`config.mk`:
```
export PLATFORM = sky130hd
export DESIGN_NAME = sbyc_top
export DESIGN_NICKNAME = d
export VERILOG_FILES = /design/src/include/sbyc_pkg.sv /design/src/logic/sbyc_top.sv
export VERILOG_INCLUDE_DIRS = /design/src /design/src/include
export SDC_FILE = /design/constraint.sdc
export NUM_CORES = 1
export LEC_CHECK = 0
export ABC_AREA = 1
export BUFFER_PORTS_ARGS = -buffer_cell sky130_fd_sc_hd__buf_4
export CAP_MARGIN = 20
export CORE_MARGIN = 3
export CORE_UTILIZATION = 30
export DETAILED_ROUTE_END_ITERATION = 12
export HOLD_SLACK_MARGIN = 0.05
export PLACE_DENSITY = 0.6
export SYNTH_ARGS = -nofsm -noshare
export SYNTH_HDL_FRONTEND = slang
export SYNTH_SLANG_ARGS = --single-unit
```
`constraint.sdc`:
```
create_clock -name clk_i -period 2.2 [get_ports clk_i]
set_clock_uncertainty 0.15 [all_clocks]
set_input_delay 0.11 -clock clk_i [delete_from_list [all_inputs] [get_ports clk_i]]
set_output_delay 0.11 -clock clk_i [all_outputs]
set_load 0.02 [all_outputs]
```
`src/include/sbyc_cfg.svh`:
```
// Register map, field positions and key values of the standby entry control
// Overview of operation
// - Key A503h sets both unlock bits
// - Low-power unlock allows standby and module-stop writes
// - Key A500h clears both unlock bits
// - Wait with standby-select one enters standby
// - Clearing oscillation-stop enable disables detection, needs unlock
// - Wait with standby-select zero enters sleep
`ifndef SBYC_CFG_SVH
`define SBYC_CFG_SVH
`define SBYC_OFS_PROTECT 8'h00
`define SBYC_OFS_STANDBY 8'h04
`define SBYC_OFS_MSTOP 8'h08
`define SBYC_OFS_OSTD 8'h0C
`define SBYC_OFS_DMA_START_REG 8'h10
`define SBYC_OFS_XFER 8'h14
`define SBYC_OFS_STATUS 8'h18
`define SBYC_KEY_HI 8'hA5
`define SBYC_KEY_LOCK 16'hA500
`define SBYC_KEY_ALL 16'hA503
`define SBYC_BIT_CG 0
`define SBYC_BIT_LP 1
`define SBYC_BIT_STANDBY_SELECT_BIT 15
`define SBYC_MSTOP_RST 32'h4FFF_FFFF
`define SBYC_MSTOP_ALL 31
`define SBYC_STANDBY_RST 16'h4000
`define SBYC_HSIZE_WORD 3'h2
`endif

```
`src/include/sbyc_pkg.sv`:
```
// Types shared by the standby entry control
package sbyc_pkg;
  typedef enum logic [1:0] {
    SBYC_RUN,
    SBYC_SLEEP,
    SBYC_STANDBY
  } sbyc_mode_type;
  typedef struct packed {
    logic [7:0] addr;
    logic write;
    logic active;
  } sbyc_req_type;
endpackage

```
`src/logic/sbyc_top.sv`:
```
// AHB-Lite register block guarding software standby entry
`timescale 1ns/1ps
`default_nettype none
`include "sbyc_cfg.svh"
module sbyc_top (
  input wire logic clk_i,
  input wire logic rst_n_i,
  input wire logic hsel_i,
  input wire logic [7:0] haddr_i,
  input wire logic [1:0] htrans_i,
  input wire logic hwrite_i,
  input wire logic [2:0] hsize_i,
  input wire logic [31:0] hwdata_i,
  input wire logic hready_i,
  output logic [31:0] hrdata_o,
  output logic hreadyout_o,
  output logic hresp_o,
  input wire logic wait_exec_i,
  input wire logic wake_i,
  output logic sleep_o,
  output logic standby_o,
  output logic osc_stop_detect_enable_o,
  output logic dma_start_bit_o,
  output logic transfer_ctrl_start_bit_o,
  output logic [31:0] module_stop_o
);
  sbyc_pkg::sbyc_req_type req_q;
  sbyc_pkg::sbyc_mode_type mode_q;
  logic clockgen_unlock_bit_q;
  logic lowpower_unlock_bit_q;
  logic standby_select_bit_q;
  logic osd_en_q;
  logic dma_q;
  logic xfer_q;
  logic [31:0] mstop_q;
  logic [31:0] rdata_q;
  logic wr;
  logic [15:0] wd;
  logic key_hit;
  logic cg_view;
  logic lp_view;
  logic standby_select_bit_view;
  logic osd_view;
  logic dma_view;
  logic xfer_view;
  logic [31:0] mstop_view;

  // Protection model: the key register holds two unlock bits. The
  // low-power bit guards standby select and module stop; the clock
  // generation bit guards the oscillation-stop detector. A key write
  // whose upper byte is wrong is dropped whole, so a stray store cannot
  // clear protection by accident. The start bits of the transfer engines
  // are open to every write: software clears them itself before the
  // wait instruction, and the block does not police that order.
  // Mode: a wait in run goes to standby or sleep on the select bit; wake
  // returns to run and, seen together with wait, keeps the block running.

  // Zero-wait slave, always OKAY
  assign hreadyout_o = 1'b1;
  assign hresp_o = 1'b0;
  assign wr = req_q.active && req_q.write;
  assign wd = hwdata_i[15:0];
  assign key_hit = wr && req_q.addr == `SBYC_OFS_PROTECT
                   && wd[15:8] == `SBYC_KEY_HI;

  // Values as they stand once the write now in its data phase lands. A
  // read whose address phase overlaps that write must see the new value,
  // so the read mux looks here rather than at the flops themselves.
  always_comb begin
    cg_view = clockgen_unlock_bit_q;
    lp_view = lowpower_unlock_bit_q;
    standby_select_bit_view = standby_select_bit_q;
    osd_view = osd_en_q;
    dma_view = dma_q;
    xfer_view = xfer_q;
    mstop_view = mstop_q;
    if (key_hit) begin
      cg_view = wd[`SBYC_BIT_CG];
      lp_view = wd[`SBYC_BIT_LP];
    end
    if (wr && lowpower_unlock_bit_q) begin
      if (req_q.addr == `SBYC_OFS_STANDBY) begin
        standby_select_bit_view = wd[`SBYC_BIT_STANDBY_SELECT_BIT];
      end
      if (req_q.addr == `SBYC_OFS_MSTOP) begin
        mstop_view = hwdata_i;
      end
    end
    if (wr && clockgen_unlock_bit_q && req_q.addr == `SBYC_OFS_OSTD) begin
      osd_view = hwdata_i[7];
    end
    if (wr && req_q.addr == `SBYC_OFS_DMA_START_REG) begin
      dma_view = hwdata_i[0];
    end
    if (wr && req_q.addr == `SBYC_OFS_XFER) begin
      xfer_view = hwdata_i[0];
    end
  end

  // Capture address phase; only whole-word writes are decoded, others
  // still complete OKAY but change nothing
  always_ff @(posedge clk_i or negedge rst_n_i) begin
    if (!rst_n_i) begin
      req_q <= '0;
    end else if (hready_i) begin
      req_q.active <= hsel_i && htrans_i[1]
                      && hsize_i == `SBYC_HSIZE_WORD;
      req_q.write <= hwrite_i;
      req_q.addr <= haddr_i;
    end
  end

  // Key register; wrong upper byte leaves the unlock bits alone
  always_ff @(posedge clk_i or negedge rst_n_i) begin
    if (!rst_n_i) begin
      clockgen_unlock_bit_q <= 1'b0;
      lowpower_unlock_bit_q <= 1'b0;
    end else if (wr && req_q.addr == `SBYC_OFS_PROTECT
                 && wd[15:8] == `SBYC_KEY_HI) begin
      clockgen_unlock_bit_q <= wd[`SBYC_BIT_CG];
      lowpower_unlock_bit_q <= wd[`SBYC_BIT_LP];
    end
  end

  // Low-power registers accept writes only when unlocked
  always_ff @(posedge clk_i or negedge rst_n_i) begin
    if (!rst_n_i) begin
      standby_select_bit_q <= 1'b0;
      mstop_q <= `SBYC_MSTOP_RST;
    end else if (wr && lowpower_unlock_bit_q) begin
      if (req_q.addr == `SBYC_OFS_STANDBY) begin
        standby_select_bit_q <= wd[`SBYC_BIT_STANDBY_SELECT_BIT];
      end
      if (req_q.addr == `SBYC_OFS_MSTOP) begin
        mstop_q <= hwdata_i;
      end
    end
  end

  // Oscillation-stop detector enable, clock-generation protected
  // A locked write is dropped silently; the bus still answers OKAY
  always_ff @(posedge clk_i or negedge rst_n_i) begin
    if (!rst_n_i) begin
      osd_en_q <= 1'b0;
    end else if (wr && clockgen_unlock_bit_q
                 && req_q.addr == `SBYC_OFS_OSTD) begin
      osd_en_q <= hwdata_i[7];
    end
  end

  // Transfer engine start bits are unprotected
  always_ff @(posedge clk_i or negedge rst_n_i) begin
    if (!rst_n_i) begin
      dma_q <= 1'b0;
      xfer_q <= 1'b0;
    end else if (wr) begin
      if (req_q.addr == `SBYC_OFS_DMA_START_REG) begin
        dma_q <= hwdata_i[0];
      end
      if (req_q.addr == `SBYC_OFS_XFER) begin
        xfer_q <= hwdata_i[0];
      end
    end
  end

  // Mode on wait; a wake event returns to run and wins over wait
  // Wait is taken only in run; in sleep or standby it is ignored
  always_ff @(posedge clk_i or negedge rst_n_i) begin
    if (!rst_n_i) begin
      mode_q <= sbyc_pkg::SBYC_RUN;
    end else begin
      unique case (mode_q)
        sbyc_pkg::SBYC_RUN: begin
          if (wait_exec_i && !wake_i) begin
            mode_q <= standby_select_bit_q ? sbyc_pkg::SBYC_STANDBY
                                           : sbyc_pkg::SBYC_SLEEP;
          end
        end
        default: begin
          if (wake_i) begin
            mode_q <= sbyc_pkg::SBYC_RUN;
          end
        end
      endcase
    end
  end

  // Read data comes from a flop during the data phase
  always_ff @(posedge clk_i or negedge rst_n_i) begin
    if (!rst_n_i) begin
      rdata_q <= 32'h0000_0000;
    end else if (hready_i && hsel_i && htrans_i[1] && !hwrite_i) begin
      unique case (haddr_i)
        `SBYC_OFS_PROTECT: rdata_q <= {30'h0000_0000,
          lp_view, cg_view};
        `SBYC_OFS_STANDBY: rdata_q <= {16'h0000,
          standby_select_bit_view, 15'h4000};
        `SBYC_OFS_MSTOP: rdata_q <= mstop_view;
        `SBYC_OFS_OSTD: rdata_q <= {24'h00_0000, osd_view, 7'h00};
        `SBYC_OFS_DMA_START_REG: rdata_q <= {31'h0000_0000, dma_view};
        `SBYC_OFS_XFER: rdata_q <= {31'h0000_0000, xfer_view};
        `SBYC_OFS_STATUS: rdata_q <= {30'h0000_0000, mode_q};
        default: rdata_q <= 32'h0000_0000;
      endcase
    end
  end

  // Level outputs straight from the flops
  assign hrdata_o = rdata_q;
  assign sleep_o = (mode_q == sbyc_pkg::SBYC_SLEEP);
  assign standby_o = (mode_q == sbyc_pkg::SBYC_STANDBY);
  assign osc_stop_detect_enable_o = osd_en_q;
  assign dma_start_bit_o = dma_q;
  assign transfer_ctrl_start_bit_o = xfer_q;
  assign module_stop_o = mstop_q;
endmodule
`default_nettype wire

```
== Yosys cells after proc, flatten, opt, wreduce, memory -nomap -nowiden ==
Cells that the tools add are included.

* $add $sub $neg: 0
* Multiply operators: 0
* Div/mod/pow operators: 0
* Order comparisons: 0
* Equality and inequality tests: 16
* Shift operators: 0
* Muxes and demuxes: 14
* Bitwise logic cells: 0
* Reductions and logical operators: 23

{| class="wikitable"
|+ Operator list
! kind !! number
|-
| one-hot mux 32 bit (7 select lines) || 1
|-
| 2-to-1 mux 32 bit || 2
|-
| == test 8 x 5 -> 1 bit, second input constant || 5
|-
| == test 8 x 4 -> 1 bit, second input constant || 4
|-
| == test 8 x 3 -> 1 bit, second input constant || 2
|-
| logical NOT 8 bit || 2
|-
| logical AND 1 bit || 14
|-
| == test 8 bit, second input constant || 1
|-
| 2-to-1 mux 2 bit || 4
|-
| 2-to-1 mux 1 bit || 7
|-
| AND reduction 2 bit || 3
|-
| == test 3 x 2 -> 1 bit, second input constant || 1
|-
| == test 2 x 1 -> 1 bit, second input constant || 1
|-
| == test 2 bit, second input constant || 1
|-
| logical NOT 1 bit || 2
|-
| logical NOT 2 bit || 1
|-
| inequality test 2 bit, second input constant || 1
|-
| nonzero test 2 bit || 1
|}

* Register bits: 82
* Bits in latches: 0
* Memory bits (writable): 0
* Memory bits (read-only): 0
* Input bits: 52
* Output and inout bits: 71
* Logic and storage cells: 65
* Memories kept: 0

== Longest topological paths before layout ==
Gate-level depths: netlist of the first run.

* Depth after elaboration: 5
* Gate-level depth with buffers: 12

== Worst setup path before layout of the first run ==
No wires, ideal clock.

* Path type: register to register
* From: register req_q[7] (netlist name)
* To: register rdata_q[15], in the netlist hrdata_o[15]
* Arrival: 1.283 ns
* Required time: 1.925 ns
* Setup slack: 0.642 ns
* Cell stages (with the launch flop): 10
* Path buffers: 1
* Clock period less this slack: 1.558 ns
* Path through: dfrtp_1 > nor2_1 > nand2_1 > nor2_2 > nand2_2 > buf_2 > o21ai_1 > inv_2 > nand3_1 > nand3_1

* Cells in the longest elaborated chain, start to end: 4
* Elaborated cells on any way between the ends: 7

{| class="wikitable"
|+ RTL lines
! element !! line !! source
|-
| start: declaration || sbyc_top.sv:27 || <nowiki>sbyc_pkg::sbyc_req_type req_q;</nowiki>
|-
| == test 8 x 4 -> 1 bit (no line) || - ||
|-
| 2-to-1 mux 32 bit || sbyc_top.sv:85 || <nowiki>if (req_q.addr == `SBYC_OFS_MSTOP) begin</nowiki>
|-
| 2-to-1 mux 32 bit || sbyc_top.sv:81 || <nowiki>if (wr && lowpower_unlock_bit_q) begin</nowiki>
|-
| named net mstop_view[15] || sbyc_top.sv:46 || <nowiki>logic [31:0] mstop_view;</nowiki>
|-
| one-hot mux 32 bit (7 select lines) || sbyc_top.sv:193 || <nowiki>unique case (haddr_i)</nowiki>
|-
| end signal: assignment || sbyc_top.sv:194 || <nowiki>`SBYC_OFS_PROTECT: rdata_q <= {30'h0000_0000,</nowiki>
|-
| end signal: assignment || sbyc_top.sv:196 || <nowiki>`SBYC_OFS_STANDBY: rdata_q <= {16'h0000,</nowiki>
|-
| end signal: assignment || sbyc_top.sv:198 || <nowiki>`SBYC_OFS_MSTOP: rdata_q <= mstop_view;</nowiki>
|-
| end: declaration || sbyc_top.sv:36 || <nowiki>logic [31:0] rdata_q;</nowiki>
|}

The timed path passes the listed nets, and every way through them passes these cells.
A chain may end at the register's enable or synchronous reset.

==> summary.txt, run 1 <==
die area: 0.0135 mm²
Final ANT Viol Nets: 0
PD cells: 621 mW/mm²
Seq cells post-synth: 82
critical path fanouts, max: 6
non-filler cells, final: 766
overall global routing resource usage: 15.3%
Inserted Diodes: 0
part of the cycle the worst path needs: 89.8%
post-layout minimum cycle time: 1.98 ns
ys async rst share: 100%
multiplexer share of the synthesized area: 0%
fin worst setup slack: 0.224 ns
Worst Setup Path Type: in2reg
Synth Area in XOR/XNOR: 0%
wire per inst: 13.0 µm
number of global-route vias before repair: 3352
maximum clock frequency: 506 MHz
largest net degree at the start of global routing: 50
syn avg cell area: 8.36 µm²
Area Overhead vs Synth: 55.1%
placed wire-length estimate: 6810 µm
Port Buffer Count: 119
cell count after synthesis: 435
Final nets: 670
Mapped Area: 0.00364 mm²
global-route wire length before repair: 16100 µm
largest family of logic cells by synthesized area: simple AND/OR/NAND/NOR gates
register area share after synthesis: 57.4%
Peak VDD IR: 0.283 mV
placed insts: 687
actual slew at the worst max-slew pin: 0.647 ns
Pleak: 3.07 nW
hold_sp: htrans_i[1]
R2R Path End: hrdata_o[12]$_DFFE_PN0P_
via count: 3326
RR Startpoint: req_q[6]$_DFFE_PN0P_
R2R Setup Slk: 0.33 ns
io pins: 123
CTS tree: yes
CTS Buf Count: 9
die height: 116 µm
worst-case clock buffer depth: 2
Core Util, Final: 48.6%
Total Wirelength: 9980 µm
H-tree depth: 3
Max Cap Viol: 0
Post-synth EDFFs: 0
proportion of layout cells with a drive suffix above 1: 29.1%
Synth Flop Type: dfrtp_1
Max-slew headroom: 56.9%
worst-skew pair later-pin latency: 0.33 ns
Required @ worst endpoint: 2.26 ns
DRC: 0
post-synthesis adder-cell area fraction: 0%
YS warnings: 0
Slew Limit Fails: 0
GRT overflow: 0
Reg clk slew, reported paths: 0.07 ns
initial antenna violation count: 0
Hold Path Depth: 5
CP endpoint kind: flip-flop
Reg2Reg Depth: 7
clk sinks: 82
DR iter-0 viols: 133
WP data arrival: 2.04 ns
Worst Hold End: hrdata_o[1]$_DFFE_PN0P_
post-CTS setup repair buffer count: 0
Hold Fails Final Rpt: 0
CTS root buf: clkbuf_16
setup TNS: 0 ns
Core Region: 0.0116 mm²
Hold WC Path Type: in2reg
Die X: 116 µm
Initial Util: 31.3%
Finish-stage setup viols: 0
simple-gate area share of the yosys netlist: 20.0%
Distinct cells, synth: 28
largest cells by area after synthesis: dfrtp_1, dfstp_2, nand2_1
Vias/cell: 4.34
crit start category: primary input
routability cong.: 0.883
RSZ-0062 raised after global routing: false
pre-CTS setup slack: 0.216 ns
complex-gate fraction of the synthesized area: 10.8%
drt pass-1 iters: 4
Yosys top cell area share: 36.5%
syn_nets: 487
num rows: 39
dominant cell type by area after synthesis: dfrtp_1
outcome: finished clean
## kinds of logic after synthesis
group,after synthesis
other,2
AO/OA/AOI/OAI,74
buffers and inverters,106
flip-flops,82
AND/OR/NAND/NOR,171
## critical path: stages
cell           delay (ns)
dlygate4sd3_1        0.53
buf_4                0.15
nand2_1              0.06
dlygate4sd3_1        0.53
o21ai_0              0.07
dlygate4sd3_1        0.57
## final cells by class
class	count	area [µm²]
Fill cell	1134	5970
Sequential cell	82	2090
Timing Repair Buffer	187	1590
Multi-Input combinational cell	247	1130
Inverter	91	343
Clock buffer	11	233
Tap cell	143	179
Clock inverter	5	80.1
## timing repair
item	4_1_cts	5_1_grt
hold buffers	63	0
setup endpoints to repair	0	6
gates resized for setup	0	1
hold endpoints to repair	113	0
## sequential cells by signal, indices dropped and copies added (netlist names)
name	flops
clockgen_unlock_bit_q	1
dma_start_bit_o	1
hrdata_o	32
lowpower_unlock_bit_q	1
mode_q	2
module_stop_o	32
osc_stop_detect_enable_o	1
req_q	10
standby_select_bit_q	1
transfer_ctrl_start_bit_o	1
## cells in the mapped netlist (3+ instances only)
cell type / number
a21oi_1: 3
and2_1: 5
clkbuf_1: 8
dfrtp_1: 53
dfstp_2: 29
inv_1: 84
inv_2: 6
nand2_1: 106
nand3_1: 19
nand4_1: 3
nor2_1: 26
nor3_1: 5
o21ai_0: 8
o21ai_1: 59
## where the power goes
| part | internal [W] | total (W) | switching, W |
|---|---|---|---|
| clock | 0.000993 | 0.00158 | 0.000583 |
| combinational | 0.000188 | 0.000358 | 0.000170 |
| sequential | 0.00155 | 0.00157 | 0.0000187 |
| total | 0.00273 | 0.00350 | 0.000772 |
## worst max path at each step
stage	startpoint	endpoint	cells after the start	slack, ns
2_1_floorplan	req_q[7]$_DFFE_PN0P_	hrdata_o[15]$_DFFE_PN0P_	9	0.64
3_3_place_gp	req_q[9]$_DFFE_PN0P_	hrdata_o[19]$_DFFE_PN0P_	7	0.22
3_5_place_dp	req_q[9]$_DFFE_PN0P_	hrdata_o[12]$_DFFE_PN0P_	7	0.22
4_1_cts	req_q[9]$_DFFE_PN0P_	hrdata_o[12]$_DFFE_PN0P_	7	0.19
5_1_grt	req_q[6]$_DFFE_PN0P_	hrdata_o[19]$_DFFE_PN0P_	7	0.12
6_report	haddr_i[4]	req_q[6]$_DFFE_PN0P_	6	0.22
## metrics by stage
step / power, W / cell area, µm² / hold WS (ns)
after floorplan: 0.00169 / 3640 / -0.336
after global placement: 0.00185 / 4690 / 0.0290
after detailed placement: 0.00186 / 4690 / 0.0323
after CTS: 0.00355 / 5640 / 0.0590
after global routing: 0.00367 / 5640 / 0.117
final: 0.00350 / 5640 / 0.0662
## per-layer routing
| metal | GRT usage (%) | share of wire [%] | up-vias |
|---|---|---|---|
| met2 | 26.6 | 50 | 102 |
| met4 | 3.71 | 1.1 | 0 |
| li1 | - | - | 1693 |
| met5 | 0 | 0 | - |
| met3 | 3.73 | 5.2 | 10 |
| met1 | 19.1 | 44 | 1521 |
## placed cells by master, fill, tap and decap left out, drive strengths merged
master / Yosys / layout
clkinvlp: 0 / 2
inv: 90 / 90
clkbuf: 8 / 11
dfrtp: 53 / 53
nand3: 20 / 20
nor4: 2 / 2
a311oi: 1 / 1
buf: 7 / 124
o21ai: 67 / 67
a21oi: 3 / 3
nand4: 3 / 3
o211ai: 2 / 2
clkinv: 1 / 2
and2: 5 / 5
nor2: 28 / 28
conb: 2 / 2
nand2: 108 / 108
a22o: 1 / 1
bufinv: 0 / 2
nor3: 5 / 5
dfstp: 29 / 29
dlygate4sd3: 0 / 63
(Power assumes the default switching activity.)
==> inputs of run 2 (changes only) <==
--- a/config.mk
+++ b/config.mk
@@ -10,10 +10,10 @@
 export BUFFER_PORTS_ARGS = -buffer_cell sky130_fd_sc_hd__buf_4
 export CAP_MARGIN = 20
 export CORE_MARGIN = 3
-export CORE_UTILIZATION = 30
+export CORE_UTILIZATION = 35
 export DETAILED_ROUTE_END_ITERATION = 12
 export HOLD_SLACK_MARGIN = 0.05
-export PLACE_DENSITY = 0.6
+export PLACE_DENSITY = 0.67
 export SYNTH_ARGS = -nofsm -noshare
 export SYNTH_HDL_FRONTEND = slang
 export SYNTH_SLANG_ARGS = --single-unit
==> summary.txt, run 2 (same netlist as run 1, synthesis figures left out) <==
outcome: finished clean
Peak VDD IR: 0.334 mV (+18%)
Reg2Reg Depth: 10 (+3)
proportion of layout cells with a drive suffix above 1: 29.2% (+0.18 points)
Initial Util: 36.5% (+5.2 points)
die height: 108 µm (-7.0%)
H-tree depth: 3 (unchanged)
Hold WC Path Type: in2async
area of the multi-input gates: 0.00113 mm² (-0.44%)
Worst Setup Path Type: in2reg
Max-slew headroom: 66.1% (+9.2 points)
overall global routing resource usage: 17.6% (+2.4 points)
clk sinks: 82 (unchanged)
Core Region: 0.00995 mm² (-14%)
drt pass-1 iters: 4 (unchanged)
Pleak: 3.00 nW (-2.0%)
DR iter-0 viols: 181 (+36%)
Finish-stage setup viols: 0 (unchanged)
FF+latch area: 0.00209 mm² (unchanged)
Total Wirelength: 9990 µm (+0.18%)
GRT overflow: 0 (unchanged)
most frequent cells in the layout: buf_4, nand2_1, inv_1, dlygate4sd3_1, o21ai_1
RR Startpoint: req_q[9]$_DFFE_PN0P_
R2R Setup Slk: 0.26 ns (-0.07 ns)
Required @ worst endpoint: 2.33 ns (+0.07 ns)
R2R Path End: hrdata_o[15]$_DFFE_PN0P_
Final nets: 673 (+0.45%)
WP data arrival: 2.19 ns (+0.15 ns)
wire per inst: 13.2 µm (+1.1%)
worst-case clock buffer depth: 2 (unchanged)
part of the cycle the worst path needs: 93.8% (+3.9 points)
via count: 3449 (+3.7%)
CTS root buf: clkbuf_8
CP endpoint kind: flip-flop
crit start category: primary input
routability cong.: 0.860 (-2.6%)
Finished Cell Area: 0.00553 mm² (-2.0%)
RSZ-0062 raised after global routing: false
DRC: 0 (unchanged)
num rows: 36 (-7.7%)
Inserted Diodes: 0 (unchanged)
Area Overhead vs Synth: 52.0%
placed wire-length estimate: 6660 µm (-2.2%)
maximum clock frequency: 485 MHz (-4.2%)
Hold Fails Final Rpt: 0 (unchanged)
Final ANT Viol Nets: 0 (unchanged)
Port Buffer Count: 119 (unchanged)
CTS tree: yes
PD cells: 535 mW/mm² (-14%)
post-CTS sizing: 0 (unchanged)
CTS Buf Count: 9 (unchanged)
actual slew at the worst max-slew pin: 0.504 ns (-0.142 ns)
Slew Limit Fails: 0 (unchanged)
Die X: 108 µm (-7.0%)
post-layout minimum cycle time: 2.06 ns (+0.0868 ns)
number of global-route vias before repair: 3446 (+2.8%)
die area: 0.0117 mm² (-14%)
Reg clk slew, reported paths: 0.09 ns (+0.02 ns)
largest net degree at the start of global routing: 45 (-10%)
initial antenna violation count: 0 (unchanged)
global-route wire length before repair: 16300 µm (+0.81%)
Core Util, Final: 55.5% (+7.0 points)
most common cell after layout, fill and taps aside: buf_4
Fill cells: 884 (-22%)
setup TNS: 0 ns (unchanged)
dpl cell area: 0.00468 mm² (-0.27%)
critical path fanouts, max: 29 (+23)
io pins: 123 (unchanged)
Max Cap Viol: 0 (unchanged)
Vias/cell: 4.54 (+4.7%)
worst-skew pair later-pin latency: 0.35 ns (+0.02 ns)
## run 2: cell types whose count changed in the layout (fill, tap and decap cells not counted)
cell	previous run	this run
dlygate4sd3_1	63	66
clkbuf_16	9	0
nand2_4	1	0
clkinv_4	0	3
clkbuf_8	0	10
inv_6	0	1
clkinv_2	2	1
bufinv_16	2	0
clkbuf_1	2	0
nand2_2	1	2
## run 2: power breakdown
part	leakage (nW)	internal [W]	switching, W	total (W)
sequential	1.01	0.00155	0.0000177	0.00156
clock	0.0891	0.000450	0.000577	0.00103
combinational	1.91	0.000191	0.000173	0.000364
## run 2: worst max-delay path by stage
stage,slack (ns),depth (start not counted),to,from
global route,0.04,9,hrdata_o[28]$_DFFE_PN0P_,hwrite_i
detailed placement,0.26,10,hrdata_o[15]$_DFFE_PN0P_,req_q[9]$_DFFE_PN0P_
floorplan,0.64,9,hrdata_o[15]$_DFFE_PN0P_,req_q[7]$_DFFE_PN0P_
global placement,0.28,10,hrdata_o[15]$_DFFE_PN0P_,req_q[9]$_DFFE_PN0P_
CTS,0.16,8,hrdata_o[13]$_DFFE_PN0P_,htrans_i[1]
finish,0.14,9,hrdata_o[21]$_DFFE_PN0P_,hwrite_i
## run 2: layout make-up
| cell class | instances | share of cell area [%] |
|---|---|---|
| Clock buffer | 10 | 2.49 |
| Clock inverter | 6 | 0.905 |
| Inverter | 91 | 6.20 |
| Multi-Input combinational cell | 247 | 20.4 |
| Sequential cell | 82 | 37.8 |
| Tap cell | 133 | 3.01 |
| Timing Repair Buffer | 190 | 29.2 |
## run 2: metrics by stage
stage	setup WS, ns	total power, W	hold slack [ns]	instances
2_1_floorplan	0.642	0.00169	-0.336	435
3_3_place_gp	0.282	0.00185	-0.0379	677
3_5_place_dp	0.257	0.00185	-0.0374	677
4_1_cts	0.163	0.00298	0.108	759
5_1_grt	0.0370	0.00311	0.135	759
6_report	0.137	0.00296	0.116	759
## run 2: timing repair
item	CTS	global route
hold buffers	66	0
hold endpoints to repair	143	0
buffers inserted	0	0
## run 2: per-layer routing
| metal | global-route usage [%] | vias up | wire [µm] |
|---|---|---|---|
| met3 | 4.42 | 13 | 670 |
| li1 | - | 1698 | - |
| met5 | 0 | - | 0 |
| met1 | 22.0 | 1608 | 4380 |
| met2 | 30.3 | 130 | 4830 |
| met4 | 5.05 | 0 | 116 |
## run 2: critical path: stages
cell           delay [ns]
dlygate4sd3_1        0.55
buf_4                0.15
nor2_4               0.13
nand3_4              0.07
dlygate4sd3_1        0.58
clkinv_2             0.12
nand2_2              0.06
buf_4                0.25
o21ai_1              0.18
